===== src/cmss_pkg.sv =====
// Package for the comparator mask source selector.
// Assumes a 32-bit APB register bus; one register at a chosen offset.
package cmss_pkg;

  // Register map.
  localparam logic [11:0] CMSS_SEL_OFFSET     = 12'h000;
  localparam logic [15:0] CMSS_SEL_RESET      = 16'h0000;
  localparam logic [15:0] CMSS_SEL_WR_MASK    = 16'h0FFF;

  // Field positions inside the select register.
  localparam int          CMSS_FIELD_W        = 4;
  localparam int          CMSS_A_LSB          = 0;
  localparam int          CMSS_B_LSB          = 4;
  localparam int          CMSS_C_LSB          = 8;

  // Source codes shared by all three fields.
  localparam logic [3:0]  CMSS_SRC_PWM_GEN1_LOW      = 4'h0;
  localparam logic [3:0]  CMSS_SRC_PWM_GEN1_HIGH      = 4'h1;
  localparam logic [3:0]  CMSS_SRC_PWM_GEN2_LOW      = 4'h2;
  localparam logic [3:0]  CMSS_SRC_PWM_GEN2_HIGH      = 4'h3;
  localparam logic [3:0]  CMSS_SRC_PWM_GEN3_LOW      = 4'h4;
  localparam logic [3:0]  CMSS_SRC_PWM_GEN3_HIGH      = 4'h5;
  localparam logic [3:0]  CMSS_SRC_SEQ18      = 4'hC;
  localparam logic [3:0]  CMSS_SRC_SEQ19      = 4'hD;
  localparam logic [3:0]  CMSS_SRC_FAULT2     = 4'hE;
  localparam logic [3:0]  CMSS_SRC_FAULT4     = 4'hF;

endpackage


===== src/cmss_top.sv =====
// Comparator mask source selector: APB register and three source muxes.
// Assumes the source nets are synchronous to i_core_clk.
//
// Function
// - Bits 15 to 12 read as zero; writes to them are ignored.
// - Field C codes 0 to 5 pick PWM generators 1 to 3 low/high.
// - Codes C to F pick sequencer 18, 19, fault 2, fault 4; rest reserved.
// - Field B in bits 7 to 4 uses the same code map as field C.
//
// The implementer's own choices: the register offsets and register access over APB.
`timescale 1ns/1ns
module cmss_top (
  // Clock and reset
  input  wire logic        i_core_clk,
  input  wire logic        i_reset_n,
  // APB slave
  input  wire logic        i_psel,
  input  wire logic        i_penable,
  input  wire logic        i_pwrite,
  input  wire logic [11:0] i_paddr,
  input  wire logic [31:0] i_pwdata,
  output logic      [31:0] o_prdata,
  output logic             o_pready,
  output logic             o_pslverr,
  // Candidate mask sources
  input  wire logic        i_pwm_gen1_low,
  input  wire logic        i_pwm_gen1_high,
  input  wire logic        i_pwm_gen2_low,
  input  wire logic        i_pwm_gen2_high,
  input  wire logic        i_pwm_gen3_low,
  input  wire logic        i_pwm_gen3_high,
  input  wire logic        i_sequencer_output_18,
  input  wire logic        i_sequencer_output_19,
  input  wire logic        i_fault_input_2,
  input  wire logic        i_fault_input_4,
  // Selected mask inputs
  output logic             o_mask_a,
  output logic             o_mask_b,
  output logic             o_mask_c
);
  import cmss_pkg::*;

  typedef enum logic [1:0] {
    CMSS_BUS_IDLE   = 2'h1,
    CMSS_BUS_ANSWER = 2'h2
  } cmss_bus_state_t;

  cmss_bus_state_t bus_state_reg;
  cmss_bus_state_t bus_state_next;
  logic            rst_n;
  logic [15:0]     sel_reg;
  logic [15:0]     sel_next;
  logic [31:0]     prdata_reg;
  logic [31:0]     prdata_next;
  logic            pready_reg;
  logic            pready_next;
  logic            pslverr_reg;
  logic            pslverr_next;
  logic [9:0]      src_vec;
  logic [2:0]      mask_vec;
  logic [15:0]     rd_word;
  logic            hit;
  logic            setup;
  logic            access;
  logic            wr_commit;

  // The rest of the block sees only the retimed reset.
  cmss_rst_sync cmss_rst_sync_inst (
    .i_core_clk (i_core_clk),
    .i_reset_n  (i_reset_n),
    .o_rst_n    (rst_n)
  );

  // No wait state: the answer is prepared in the setup cycle so that
  // pready can come from a flop and still close the access cycle.
  assign setup     = i_psel & ~i_penable;
  assign access    = i_psel & i_penable;
  assign hit       = (i_paddr[11:2] == CMSS_SEL_OFFSET[11:2]);
  assign wr_commit = access & i_pwrite & hit &
                     (bus_state_reg == CMSS_BUS_ANSWER);

  // Bus phase: the cycle after a setup is the answer cycle, the only one
  // in which a write may land. It runs in step with pready.
  always_comb begin
    bus_state_next = CMSS_BUS_IDLE;
    case (bus_state_reg)
      CMSS_BUS_IDLE: begin
        if (setup) begin
          bus_state_next = CMSS_BUS_ANSWER;
        end
      end
      CMSS_BUS_ANSWER: begin
        if (setup) begin
          bus_state_next = CMSS_BUS_ANSWER;
        end
      end
      default: begin
        bus_state_next = CMSS_BUS_IDLE;
      end
    endcase
  end

  always_ff @(posedge i_core_clk or negedge rst_n) begin
    if (!rst_n) begin
      bus_state_reg <= CMSS_BUS_IDLE;
    end else begin
      bus_state_reg <= bus_state_next;
    end
  end

  // Unimplemented upper bits are cleared on the way out as well as on
  // the way in, so a read can never show them set.
  assign rd_word = sel_reg & CMSS_SEL_WR_MASK;

  // Select register: only a committed write to the mapped word moves it.
  always_comb begin
    sel_next = sel_reg;
    if (wr_commit) begin
      sel_next = i_pwdata[15:0] & CMSS_SEL_WR_MASK;
    end
  end

  always_ff @(posedge i_core_clk or negedge rst_n) begin
    if (!rst_n) begin
      sel_reg <= CMSS_SEL_RESET;
    end else begin
      sel_reg <= sel_next;
    end
  end

  // Bus response: ready, error and read data, all launched from flops.
  always_comb begin
    prdata_next  = prdata_reg;
    pready_next  = 1'h0;
    pslverr_next = 1'h0;
    if (setup) begin
      pready_next  = 1'h1;
      pslverr_next = ~hit;
      prdata_next  = 32'h0000_0000;
      if (hit && !i_pwrite) begin
        prdata_next = {16'h0000, rd_word};
      end
    end
  end

  always_ff @(posedge i_core_clk or negedge rst_n) begin
    if (!rst_n) begin
      prdata_reg  <= 32'h0000_0000;
      pready_reg  <= 1'h0;
      pslverr_reg <= 1'h0;
    end else begin
      prdata_reg  <= prdata_next;
      pready_reg  <= pready_next;
      pslverr_reg <= pslverr_next;
    end
  end

  // Candidate sources in code order: bit 0 answers code 0, bits 6 to 9 codes C to F.
  assign src_vec = {i_fault_input_4,
                    i_fault_input_2,
                    i_sequencer_output_19,
                    i_sequencer_output_18,
                    i_pwm_gen3_high,
                    i_pwm_gen3_low,
                    i_pwm_gen2_high,
                    i_pwm_gen2_low,
                    i_pwm_gen1_high,
                    i_pwm_gen1_low};

  // One selector per field: index 0 drives mask A, 1 mask B, 2 mask C.
  // All three share one code map, so one selector module serves them all.
  for (genvar g = 0; g < 3; g++) begin : g_mask
    localparam int LSB = (g == 0) ? CMSS_A_LSB :
                         (g == 1) ? CMSS_B_LSB : CMSS_C_LSB;
    cmss_src_mux #(
      .CODE_W (CMSS_FIELD_W),
      .SRC_N  (10)
    ) cmss_src_mux_inst (
      .i_core_clk (i_core_clk),
      .i_rst_n    (rst_n),
      .i_code     (sel_reg[LSB +: CMSS_FIELD_W]),
      .i_src      (src_vec),
      .o_mask     (mask_vec[g])
    );
  end

  // Every output leaves straight from a flop.
  assign o_prdata  = prdata_reg;
  assign o_pready  = pready_reg;
  assign o_pslverr = pslverr_reg;
  assign o_mask_a  = mask_vec[0];
  assign o_mask_b  = mask_vec[1];
  assign o_mask_c  = mask_vec[2];

endmodule

// Reset release: assertion reaches every flop at once, while release is
// retimed by two flops so that no flop leaves reset close to a clock edge.
// Hold the raw reset low for at least one rising edge.
module cmss_rst_sync (
  // Clock and raw reset
  input  wire logic i_core_clk,
  input  wire logic i_reset_n,
  // Retimed reset
  output logic      o_rst_n
);
  import cmss_pkg::*;

  logic [1:0] sync_reg;
  logic [1:0] sync_next;

  always_comb begin
    sync_next = {sync_reg[0], 1'h1};
  end

  always_ff @(posedge i_core_clk or negedge i_reset_n) begin
    if (!i_reset_n) begin
      sync_reg <= 2'h0;
    end else begin
      sync_reg <= sync_next;
    end
  end

  // Only the second flop leaves the synchroniser; the first may still be
  // settling when it is sampled.
  assign o_rst_n = sync_reg[1];

endmodule

// One source selector: decodes a source code and registers the chosen
// level, so each mask input is driven straight from a flop.
module cmss_src_mux #(
  parameter int CODE_W = 4,
  parameter int SRC_N  = 10
) (
  // Clock and reset
  input  wire logic              i_core_clk,
  input  wire logic              i_rst_n,
  // Source code and candidate levels
  input  wire logic [CODE_W-1:0] i_code,
  input  wire logic [SRC_N-1:0]  i_src,
  // Selected level
  output logic                   o_mask
);
  import cmss_pkg::*;

  logic mask_reg;
  logic mask_next;

  // Reserved codes fall to the default and give a quiet low, so a stray
  // code leaves the mask input inactive instead of following a neighbour.
  always_comb begin
    mask_next = 1'h0;
    case (i_code)
      CMSS_SRC_PWM_GEN1_LOW: begin
        mask_next = i_src[0];
      end
      CMSS_SRC_PWM_GEN1_HIGH: begin
        mask_next = i_src[1];
      end
      CMSS_SRC_PWM_GEN2_LOW: begin
        mask_next = i_src[2];
      end
      CMSS_SRC_PWM_GEN2_HIGH: begin
        mask_next = i_src[3];
      end
      CMSS_SRC_PWM_GEN3_LOW: begin
        mask_next = i_src[4];
      end
      CMSS_SRC_PWM_GEN3_HIGH: begin
        mask_next = i_src[5];
      end
      CMSS_SRC_SEQ18: begin
        mask_next = i_src[6];
      end
      CMSS_SRC_SEQ19: begin
        mask_next = i_src[7];
      end
      CMSS_SRC_FAULT2: begin
        mask_next = i_src[8];
      end
      CMSS_SRC_FAULT4: begin
        mask_next = i_src[9];
      end
      default: begin
        mask_next = 1'h0;
      end
    endcase
  end

  // The chosen level is registered, so each mask lags its source by one
  // clock; rewriting a code therefore never glitches the mask input.
  always_ff @(posedge i_core_clk or negedge i_rst_n) begin
    if (!i_rst_n) begin
      mask_reg <= 1'h0;
    end else begin
      mask_reg <= mask_next;
    end
  end

  assign o_mask = mask_reg;

endmodule


===== config.mk =====
export PLATFORM = sky130hd
export DESIGN_NAME = cmss_top
export DESIGN_NICKNAME = d
export VERILOG_FILES = /design/src/cmss_pkg.sv /design/src/cmss_top.sv
export SDC_FILE = /design/constraint.sdc
export NUM_CORES = 1
export LEC_CHECK = 0
export CORE_ASPECT_RATIO = 0.6
export CORE_MARGIN = 2
export CORE_UTILIZATION = 55
export DETAILED_ROUTE_END_ITERATION = 12
export DONT_BUFFER_PORTS = 1
export HOLD_SLACK_MARGIN = 0.1
export PLACE_DENSITY = 0.85
export SLEW_MARGIN = 5
export SYNTH_ARGS = -nofsm -noshare
export SYNTH_HDL_FRONTEND = slang
export SYNTH_SLANG_ARGS = --single-unit

===== constraint.sdc =====
create_clock -name i_core_clk -period 1 [get_ports i_core_clk]
set_input_delay 0.15 -clock i_core_clk [delete_from_list [all_inputs] [get_ports i_core_clk]]
set_output_delay 0.15 -clock i_core_clk [all_outputs]
set_load 0.1 [all_outputs]

==> results.py, run 1 <==
metrics = {
    "final_layout": {
        "num_antenna_cells": 0,
        "syn2layout_area_growth_pct": 53.7,
        "most-common-layout-cells": "conb_1, buf_12, dfrtp_2, buf_4, nand2_1",
        "finalCoreUtilization_pct": 91.7,
        "instances_no_fill": 259,
        "proportion_of_layout_cells_with_a_drive_suffix_above_1_pct": 50.2,
        "design.final.nets": 276,
        "layout_commonest_cell": "conb_1",
    },
    "routing": {
        "routedWlPerCell_um": 23.1,
        "dr_vias_cell": 5.69,
        "route.detailed.drc": 0,
        "drt_first_iter_violations": 184,
        "firstDrtPassIters": 4,
        "ant_nets": 0,
        "vias_after_detailed_routing": 1474,
        "drt-total-wl_um": 5990,
    },
    "timing": {
        "finalWorstPathRequiredPeriod_ns": 1.62,
        "fin_ws_ns": -0.618,
        "maxSlewViolCount": 0,
        "unrepaired_setup_endpoints_after_global_routing": "yes",
        "finalCritPeriodShare_pct": 162,
        "clock-skew-final_ns": 0.00629,
        "max_clock_freq_ghz": 0.618,
        "final-setup-viol-count": 37,
        "timing.setup.tns_ns": -9.09,
        "report.final.hold_viol_count": 0,
        "hold-worst-slack_ns": 0.100,
    },
    "status": {
        "failed_checks": "setup timing",
        "outcome": "complete, but fails checks",
    },
    "power_and_ir_drop": {
        "seq_power_share_pct": 43.2,
        "p_clk_share_pct": 36.1,
        "share_comb_of_total_power_pct": 20.7,
        "power_consumption_w": 0.00318,
        "p_sw_share_pct": 33.4,
        "p_int_w": 0.00212,
        "vdd_ir_drop_max_v": 0.00143,
        "p_switching_w": 0.00106,
        "power_per_cell_area_nw_per_um2": 1160,
        "leakage_nw": 1.17,
    },
    "global_route": {
        "grt_pass1_vias": 1530,
        "antenna_violations_before_repair": 0,
        "globalRouteTotalUtil_pct": 26.7,
        "first_pass_grt_wire_length_um": 7210,
        "grt_ovf": 0,
        "grt_start_max_net_pins": 32,
    },
    "clock_tree": {
        "clkTransAtPathRegs_ns": 0.07,
        "clock-root-buffer": "clkbuf_8",
        "htree_levels": 2,
        "total_cts_buffers": 5,
        "clock_insertion_delay_worst_skew_ns": 0.30,
        "tritoncts": "yes",
        "tritoncts_num_sinks": 33,
        "cts_hold_buffers": 14,
        "number_of_buffers_between_clock_root_and_the_deepest_sink": 2,
    },
    "place": {
        "placer_congestion": 0.824,
        "place.detailed.hpwl_um": 3000,
        "place_inst": 230,
        "port_buffers": 0,
    },
    "worst_setup_path": {
        "critical-path-max-stage-delay_ns": 0.54,
        "setup_crit_end_kind": "flop",
        "max_stage_delay_cell_worst_path": "dfstp_2",
        "worst_ep_required_time_ns": 1.18,
        "arrival_ns": 1.80,
        "setup_slack_on_the_worst_flop_to_flop_path_ns": -0.62,
        "setup.worst_path.class": "reg -> reg",
        "worstRegToRegCells": 6,
        "startpoint_type": "flop",
        "timing.critical_path.depth": 6,
        "critical_path_buffers_and_inverters": 2,
        "crit_family": "flip-flops",
        "crit_path_cell_trace": "inv_2, ha_4, and4_4, nand4_4, buf_12, mux2_4",
        "worst-path-max-fanout": 10,
    },
    "die": {
        "row_count": 15,
        "die_h_um": 48.1,
        "ioPinCount": 96,
        "die-area_um2": 3720,
        "coreArea_um2": 2980,
        "die_width_um": 77.5,
        "initial_utilization_pct": 59.7,
    },
    "logic_synthesis": {
        "seq_area_frac_synth_pct": 46.5,
        "yosys_warnings": 0,
        "synth.ff_latch_count": 33,
        "syn_area_um2": 1780,
        "synth.lib_cells_used.distinct": 26,
        "syn-mean-instance-area_um2": 11.1,
        "netlist_instances": 160,
    },
    "flow_run": {
        "max_cap_viol_count": 0,
    },
    "worst_hold_path": {
        "hold_path.class": "in -> reg",
        "holdPathStages": 2,
    },
}
[timing repair]
item,4_1_cts,5_1_grt
pin swaps,3,10
cloned,0,1
endpoints found under the setup margin,37,45
resized for setup,12,27
setup buffers,1,6
hold endpoints to repair,15,1
[worst register-to-register path: cells and delay by family (launching register included)]
family	cells	cell delay (ns)
DFF	1	0.54
muxes	1	0.32
and+or+nand+nor	2	0.28
buffers and inverters	2	0.22
adders and majority gates	1	0.14
[power by group through the flow]
| stage | Combinational (W) | Sequential, W | Clock, W |
|---|---|---|---|
| 4_1_cts | 0.000623 | 0.00137 | 0.00112 |
| 3_3_place_gp | 0.000557 | 0.00140 | 0 |
| 5_1_grt | 0.000679 | 0.00138 | 0.00122 |
| 2_1_floorplan | 0.000446 | 0.00148 | 0 |
| 6_report | 0.000658 | 0.00138 | 0.00115 |
| 3_5_place_dp | 0.000564 | 0.00140 | 0 |
[kinds of logic after synthesis]
kind of cell | count (synthesis) | share of synthesized area, %
buffers and inverters | 43 | 13.9
AND/OR/NAND/NOR | 33 | 11.2
flip-flops | 33 | 46.5
multiplexers | 27 | 18.1
AO/OA/AOI/OAI | 21 | 9.21
other | 2 | 0.422
adder cells (fa/ha/maj) | 1 | 0.703
[cell usage after synthesis]
master     n  share of area, %
nand4b_1   1              0.49
buf_4     20               8.4
buf_2      3              0.84
and4_1     1              0.49
o22ai_1    2              0.70
nand2_1   15               3.2
o31ai_1   12               5.1
mux2_4    10               8.4
ha_1       1              0.70
mux2i_1   15               8.4
a31oi_1    1              0.35
nor3_1     5               1.4
nand2b_1   6               2.1
nand4_2    1              0.70
inv_1     15               3.2
nor2_1     2              0.42
clkbuf_1   4              0.84
o41a_1     1              0.63
o221ai_1   3               1.5
mux2_2     2               1.3
dfstp_2    1               1.5
conb_1     2              0.42
nor4_4     2               2.4
buf_6      1              0.63
dfrtp_1   32                45
o31a_1     2              0.98
[layout make-up]
| class | count | area, µm² |
|---|---|---|
| multi-input cells | 103 | 933 |
| flip-flops and latches | 33 | 851 |
| repair buffers | 58 | 739 |
| fillers | 92 | 248 |
| clock buffers | 7 | 96.3 |
| inverters | 15 | 58.8 |
| well taps | 42 | 52.6 |
| clock inverters | 1 | 5.00 |
[path summary, 6_finish.rpt]
kind                                                 from                             end
max                                      bus_state_reg[0]                      sel_reg[2]
min                                            i_paddr[3]                       o_pslverr
max reg2reg                              bus_state_reg[0]                      sel_reg[2]
min reg2reg                cmss_rst_sync_inst.sync_reg[1]                     o_prdata[2]
max in group asynchronous                       i_reset_n  cmss_rst_sync_inst.sync_reg[1]
min in group asynchronous  cmss_rst_sync_inst.sync_reg[1]                     o_prdata[2]
[per-layer routing]
metal  up-vias  share of wire [%]  track usage [%]
li1        621                  -                -
met1       750                 40             28.2
met2        91                 51             51.1
met3        12                6.8             7.55
met4         0                2.2             16.1
met5         -                  0                0
[stage by stage]
step	instance area [µm²]	setup WS (ns)
after floorplan	1910	-0.522
after global routing	2740	-0.623
after detailed placement	2260	-0.560
after global placement	2260	-0.520
final	2740	-0.618
after CTS	2560	-0.541
Power figures use the tool's default switching activity.
==> inputs of run 2 (changes only) <==
Settings changed: CORE_UTILIZATION 55 to 45, PLACE_DENSITY 0.85 to 0.74.
==> run 2 against run 1 <==
  * The flow still finishes with violations (setup timing)
  * First-iteration DRC count down 57%
  * Sequential power barely moved
  * Clock power up 30%
  * Die area grew 21%
  * Global-route usage decreased by 7.0 points
  * Sequential cell count stayed put
  * Critical path depth unchanged
  * Register-to-register slack better by 0.06 ns
  * Highest routed layer unchanged
==> results.py, run 2 (synthesized netlist as in run 1, its figures left out) <==
metrics = {
    "timing": {
        "clock-skew-final_ns": 0.00717,
        "max_clock_freq_ghz": 0.643,
        "maxSlewViolCount": 0,
        "timing.setup.tns_ns": -7.57,
        "finalCritPeriodShare_pct": 156,
        "unrepaired_setup_endpoints_after_global_routing": "yes",
        "report.final.hold_viol_count": 0,
        "final-setup-viol-count": 32,
        "finalWorstPathRequiredPeriod_ns": 1.56,
        "fin_ws_ns": -0.556,
    },
    "global_route": {
        "grt_ovf": 0,
        "antenna_violations_before_repair": 0,
        "globalRouteTotalUtil_pct": 19.7,
        "grt_start_max_net_pins": 32,
        "first_pass_grt_wire_length_um": 6610,
        "grt_pass1_vias": 1311,
    },
    "worst_hold_path": {
        "hold_path.class": "in -> reg",
    },
    "place": {
        "post-place-ws_ns": -0.569,
        "placer_congestion": 0.881,
        "place.detailed.hpwl_um": 3030,
        "port_buffers": 0,
    },
    "clock_tree": {
        "htree_levels": 2,
        "cts_hold_buffers": 14,
        "number_of_buffers_between_clock_root_and_the_deepest_sink": 2,
        "clock-root-buffer": "clkbuf_8",
        "tritoncts": "yes",
        "total_cts_buffers": 5,
        "tritoncts_num_sinks": 33,
        "clock_insertion_delay_worst_skew_ns": 0.28,
        "clkTransAtPathRegs_ns": 0.07,
    },
    "worst_setup_path": {
        "worst-path-max-fanout": 6,
        "worst_ep_required_time_ns": 1.16,
        "setup_crit_end_kind": "flop",
        "arrival_ns": 1.72,
        "startpoint_type": "flop",
        "setup.worst_path.class": "reg -> reg",
    },
    "die": {
        "die_h_um": 52.7,
        "ioPinCount": 96,
        "die-area_um2": 4490,
        "die_width_um": 85.2,
        "row_count": 17,
        "initial_utilization_pct": 47.8,
        "coreArea_um2": 3720,
    },
    "power_and_ir_drop": {
        "p_clk_share_pct": 42.8,
        "power_per_cell_area_nw_per_um2": 1300,
        "share_comb_of_total_power_pct": 17.8,
        "p_sw_share_pct": 28.8,
        "p_int_w": 0.00248,
        "seq_power_share_pct": 39.4,
        "leakage_nw": 1.15,
        "vdd_ir_drop_max_v": 0.000843,
        "p_switching_w": 0.00101,
    },
    "routing": {
        "vias_after_detailed_routing": 1319,
        "dr_vias_cell": 5.05,
        "routedWlPerCell_um": 16.4,
        "ant_nets": 0,
        "route.detailed.drc": 0,
        "drt_first_iter_violations": 79,
        "drt-total-wl_um": 4280,
        "firstDrtPassIters": 4,
    },
    "flow_run": {
        "max_cap_viol_count": 0,
    },
    "final_layout": {
        "final.fill_count": 254,
        "most-common-layout-cells": "conb_1, dfrtp_2, buf_12",
        "design.final.nets": 273,
        "proportion_of_layout_cells_with_a_drive_suffix_above_1_pct": 44.4,
        "num_antenna_cells": 0,
        "syn2layout_area_growth_pct": 50.2,
    },
    "status": {
        "failed_checks": "setup timing",
        "outcome": "complete, but fails checks",
    },
}
run 2: changes by cell type in the layout (fill, tap and decap cells not counted), moves of 3 or more:
cell	previous run	this run
o31ai_2	6	3
o31ai_1	0	9
buf_6	5	2
o31ai_4	6	0
run 2: layer usage:
layer / GRT usage (%) / vias to the layer above / share of wire (%)
li1: - / 620 / -
met1: 24.9 / 628 / 42
met2: 32.7 / 64 / 48
met3: 6.46 / 7 / 8.8
met4: 5.56 / 0 / 0.93
met5: 0 / - / 0
run 2: area by class of cell:
cell class / instances / area (µm²) / area share, %
clock inverters: 3 / 65.1 / 2.43
multi-input cells: 103 / 833 / 31.2
inverters: 15 / 56.3 / 2.11
well taps: 47 / 58.8 / 2.20
clock buffers: 5 / 68.8 / 2.57
repair buffers: 55 / 738 / 27.6
flip-flops and latches: 33 / 853 / 31.9
run 2: what timing repair did:
item | in CTS | in global routing
pin swaps | 4 | 5
setup buffers | 1 | 4
endpoints found under the setup margin | 35 | 38
resized for setup | 9 | 10
cloned | 1 | 0
endpoints found under the hold margin | 15 | 1
run 2: worst paths after layout:
kind / from / endpoint / slack (ns) / depth (start not counted)
hold / removal: i_paddr[3] / o_pslverr / 0.07 / 2
min in group asynchronous: cmss_rst_sync_inst.sync_reg[1] / sel_reg[10] / 0.22 / 1
hold reg to reg: cmss_rst_sync_inst.sync_reg[1] / sel_reg[10] / 0.22 / 1
setup reg to reg: bus_state_reg[0] / sel_reg[2] / -0.56 / 6
max in group asynchronous: i_reset_n / cmss_rst_sync_inst.sync_reg[0] / 0.25 / 2
setup / recovery: bus_state_reg[0] / sel_reg[2] / -0.56 / 6
run 2: through the flow:
step           total power, W  util, %  hold WS, ns  cell area (µm²)  instances
2_1_floorplan         0.00193        -       -0.146             1910        179
3_3_place_gp          0.00195     60.6       -0.146             2260        233
3_5_place_dp          0.00196     60.6       -0.146             2260        233
4_1_cts               0.00349     70.2       0.0660             2610        257
5_1_grt               0.00361     71.8       0.0524             2670        261
6_report              0.00349     71.8       0.0664             2670        261
run 2: worst max-delay path: stages, from the launching register on:
cell     delay (ns)
dfstp_2        0.53
inv_2          0.04
ha_4           0.14
and4_4         0.14
nand4_4        0.15
buf_12         0.15
mux2_4         0.29
run 2: power groups by stage:
stage / Sequential, W / Clock [W] / Combinational (W)
6_report: 0.00137 / 0.00149 / 0.000622
5_1_grt: 0.00137 / 0.00159 / 0.000647
4_1_cts: 0.00137 / 0.00150 / 0.000609
3_5_place_dp: 0.00140 / 0 / 0.000559
3_3_place_gp: 0.00140 / 0 / 0.000555
2_1_floorplan: 0.00148 / 0 / 0.000446
==> inputs of run 3 (changes only) <==
Settings changed: PLACE_DENSITY 0.74 to 0.72.
Clock period 1 ns to 1.65 ns, I/O delays scaled along.
==> run 3 against run 2 <==
  * Combinational power fell by 47%
  * Global-route usage decreased by 2.5 points
  * Die area unchanged
  * Total power shrank 50%
  * Maximum frequency is 2.0% lower
  * Critical path type unchanged
  * Critical path depth stayed put
  * Non-clock buffer count is 24 lower
  * Register-to-register slack improved by 0.62 ns
  * Critical endpoint is now sel_reg[10]
  * The run now ends clean
  * Clock power decreased by 61%
==> results.py, run 3 (synthesized netlist as in run 1, its figures left out) <==
metrics = {
    "global_route": {
        "first_pass_grt_wire_length_um": 5600,
        "grt_ovf": 0,
        "met3_usage_pct": 7.56,
        "grt_pass1_vias": 1078,
        "gr-usage-met2_pct": 24.9,
        "globalRouteTotalUtil_pct": 17.2,
        "grt_start_max_net_pins": 32,
        "grt.met1_usage_pct": 22.6,
        "global_routing_s_busiest_layer": "met2",
        "antenna_violations_before_repair": 0,
    },
    "status": {
        "outcome": "finished clean",
    },
    "timing": {
        "maxSlewViolCount": 0,
        "finalWorstPathRequiredPeriod_ns": 1.59,
        "report.final.hold_viol_count": 0,
        "finalCritPeriodShare_pct": 96.2,
        "final-setup-viol-count": 0,
        "unrepaired_setup_endpoints_after_global_routing": "no",
        "clock-skew-final_ns": 0.00516,
        "fin_ws_ns": 0.0622,
        "max_clock_freq_ghz": 0.630,
    },
    "die": {
        "ioPinCount": 96,
        "row_count": 17,
        "die-area_um2": 4490,
        "coreArea_um2": 3720,
        "die_width_um": 85.2,
        "initial_utilization_pct": 47.8,
        "die_h_um": 52.7,
    },
    "routing": {
        "ant_nets": 0,
        "dr_vias_cell": 5.00,
        "routedWlPerCell_um": 15.2,
        "firstDrtPassIters": 4,
        "drt-total-wl_um": 3600,
        "vias_after_detailed_routing": 1184,
        "drt_first_iter_violations": 67,
        "route.detailed.drc": 0,
    },
    "worst_setup_path": {
        "max_stage_delay_cell_worst_path": "dfstp_2",
        "crit_path_cell_trace": "inv_1, ha_2, and4_4, nand4_4, buf_12, mux2_4",
        "startpoint_type": "flop",
        "arrival_ns": 1.76,
        "critical-path-max-stage-delay_ns": 0.52,
        "setup_crit_end_kind": "flop",
        "setup.worst_path.class": "reg -> reg",
        "worst-path-max-fanout": 6,
        "worst_ep_required_time_ns": 1.82,
    },
    "clock_tree": {
        "clkTransAtPathRegs_ns": 0.07,
        "clock_insertion_delay_worst_skew_ns": 0.28,
        "total_cts_buffers": 5,
        "clock-root-buffer": "clkbuf_8",
        "tritoncts": "yes",
        "setup_buffers_after_cts": 0,
        "tritoncts_num_sinks": 33,
        "number_of_buffers_between_clock_root_and_the_deepest_sink": 2,
        "htree_levels": 2,
    },
    "power_and_ir_drop": {
        "power_consumption_w": 0.00174,
        "share_comb_of_total_power_pct": 19.0,
        "leakage_nw": 0.969,
        "power_per_cell_area_nw_per_um2": 825,
        "vdd_ir_drop_max_v": 0.000461,
        "seq_power_share_pct": 47.4,
        "p_switching_w": 0.000584,
        "p_clk_share_pct": 33.6,
        "p_int_w": 0.00116,
        "p_sw_share_pct": 33.5,
    },
    "place": {
        "place_inst": 219,
        "placer_congestion": 0.906,
        "port_buffers": 0,
        "place.detailed.hpwl_um": 2710,
        "post-place-ws_ns": -0.0135,
    },
    "flow_run": {
        "max_cap_viol_count": 0,
    },
    "final_layout": {
        "proportion_of_layout_cells_with_a_drive_suffix_above_1_pct": 24.7,
        "layout_commonest_cell": "dfrtp_1",
        "syn2layout_area_growth_pct": 18.6,
        "num_antenna_cells": 0,
        "instances_no_fill": 237,
        "most-common-layout-cells": "dfrtp_1, conb_1, buf_4",
        "design.final.nets": 249,
        "final.fill_count": 316,
    },
    "worst_hold_path": {
        "hold_path.class": "in -> reg",
    },
}
-- run 3: changes by cell type in the layout (fill, tap and decap cells not counted), sizes merged --
cell	previous run	this run
dlygate4sd3	14	9
bufinv	2	0
buf	41	22
clkinv	1	2
clkbuf	5	6
-- run 3: critical path: cells and delay by family, from the launching register on --
kind | cells | cell delay (ns)
DFF | 1 | 0.52
and+or+nand+nor | 2 | 0.30
muxes | 1 | 0.30
buffers and inverters | 2 | 0.19
adders and majority gates | 1 | 0.17
-- run 3: layout make-up --
cell class | instances | area, µm² | share of cell area [%]
clock buffer | 6 | 72.6 | 3.44
sequential | 33 | 827 | 39.2
inverter | 15 | 56.3 | 2.67
timing repair buffer | 31 | 288 | 13.6
clock inverter | 2 | 10.0 | 0.474
multi-input combinational | 103 | 798 | 37.8
tap | 47 | 58.8 | 2.79
-- run 3: final timing paths --
check | startpoint | endpoint | slack, ns | depth (start not counted)
max | bus_state_reg[0] | sel_reg[10] | 0.06 | 6
min reg2reg | cmss_rst_sync_inst.sync_reg[1] | o_prdata[9] | 0.25 | 1
min in group asynchronous | i_reset_n | cmss_rst_sync_inst.sync_reg[0] | 0.19 | 1
max in group asynchronous | cmss_rst_sync_inst.sync_reg[1] | bus_state_reg[0] | 1.09 | 1
min | i_pwdata[0] | sel_reg[0] | 0.11 | 1
max reg2reg | bus_state_reg[0] | sel_reg[10] | 0.06 | 6
-- run 3: metal layers --
layer / share of wire [%] / vias to the layer above / wire [µm]
li1: - / 567 / -
met1: 43 / 560 / 1560
met2: 46 / 52 / 1650
met3: 9.8 / 5 / 353
met4: 1.1 / 0 / 39
met5: 0 / - / 0
-- run 3: repair_timing --
item,in CTS,in global routing
hold buffers,4,5
resized for setup,4,2
endpoints found under the setup margin,3,1
hold endpoints to repair,5,5
pin swaps,1,0
gates cloned,1,0
-- run 3: power groups by stage --
stage / registers [W] / logic [W] / clock network (W)
after global routing: 0.000826 / 0.000346 / 0.000648
after detailed placement: 0.000841 / 0.000313 / 0
final: 0.000826 / 0.000331 / 0.000585
after global placement: 0.000841 / 0.000310 / 0
after floorplan: 0.000898 / 0.000270 / 0
after CTS: 0.000826 / 0.000322 / 0.000599
-- run 3: per-stage QoR --
stage | instance area [µm²] | TNS [ns] | hold slack (ns) | util (%)
final | 2110 | 0 | 0.114 | 56.7
after CTS | 2050 | 0 | 0.100 | 55.2
after floorplan | 1850 | 0 | -0.0481 | -
after detailed placement | 1890 | -0.0206 | -0.0481 | 50.8
after global placement | 1890 | 0 | -0.0481 | 50.8
after global routing | 2110 | 0 | 0.102 | 56.7
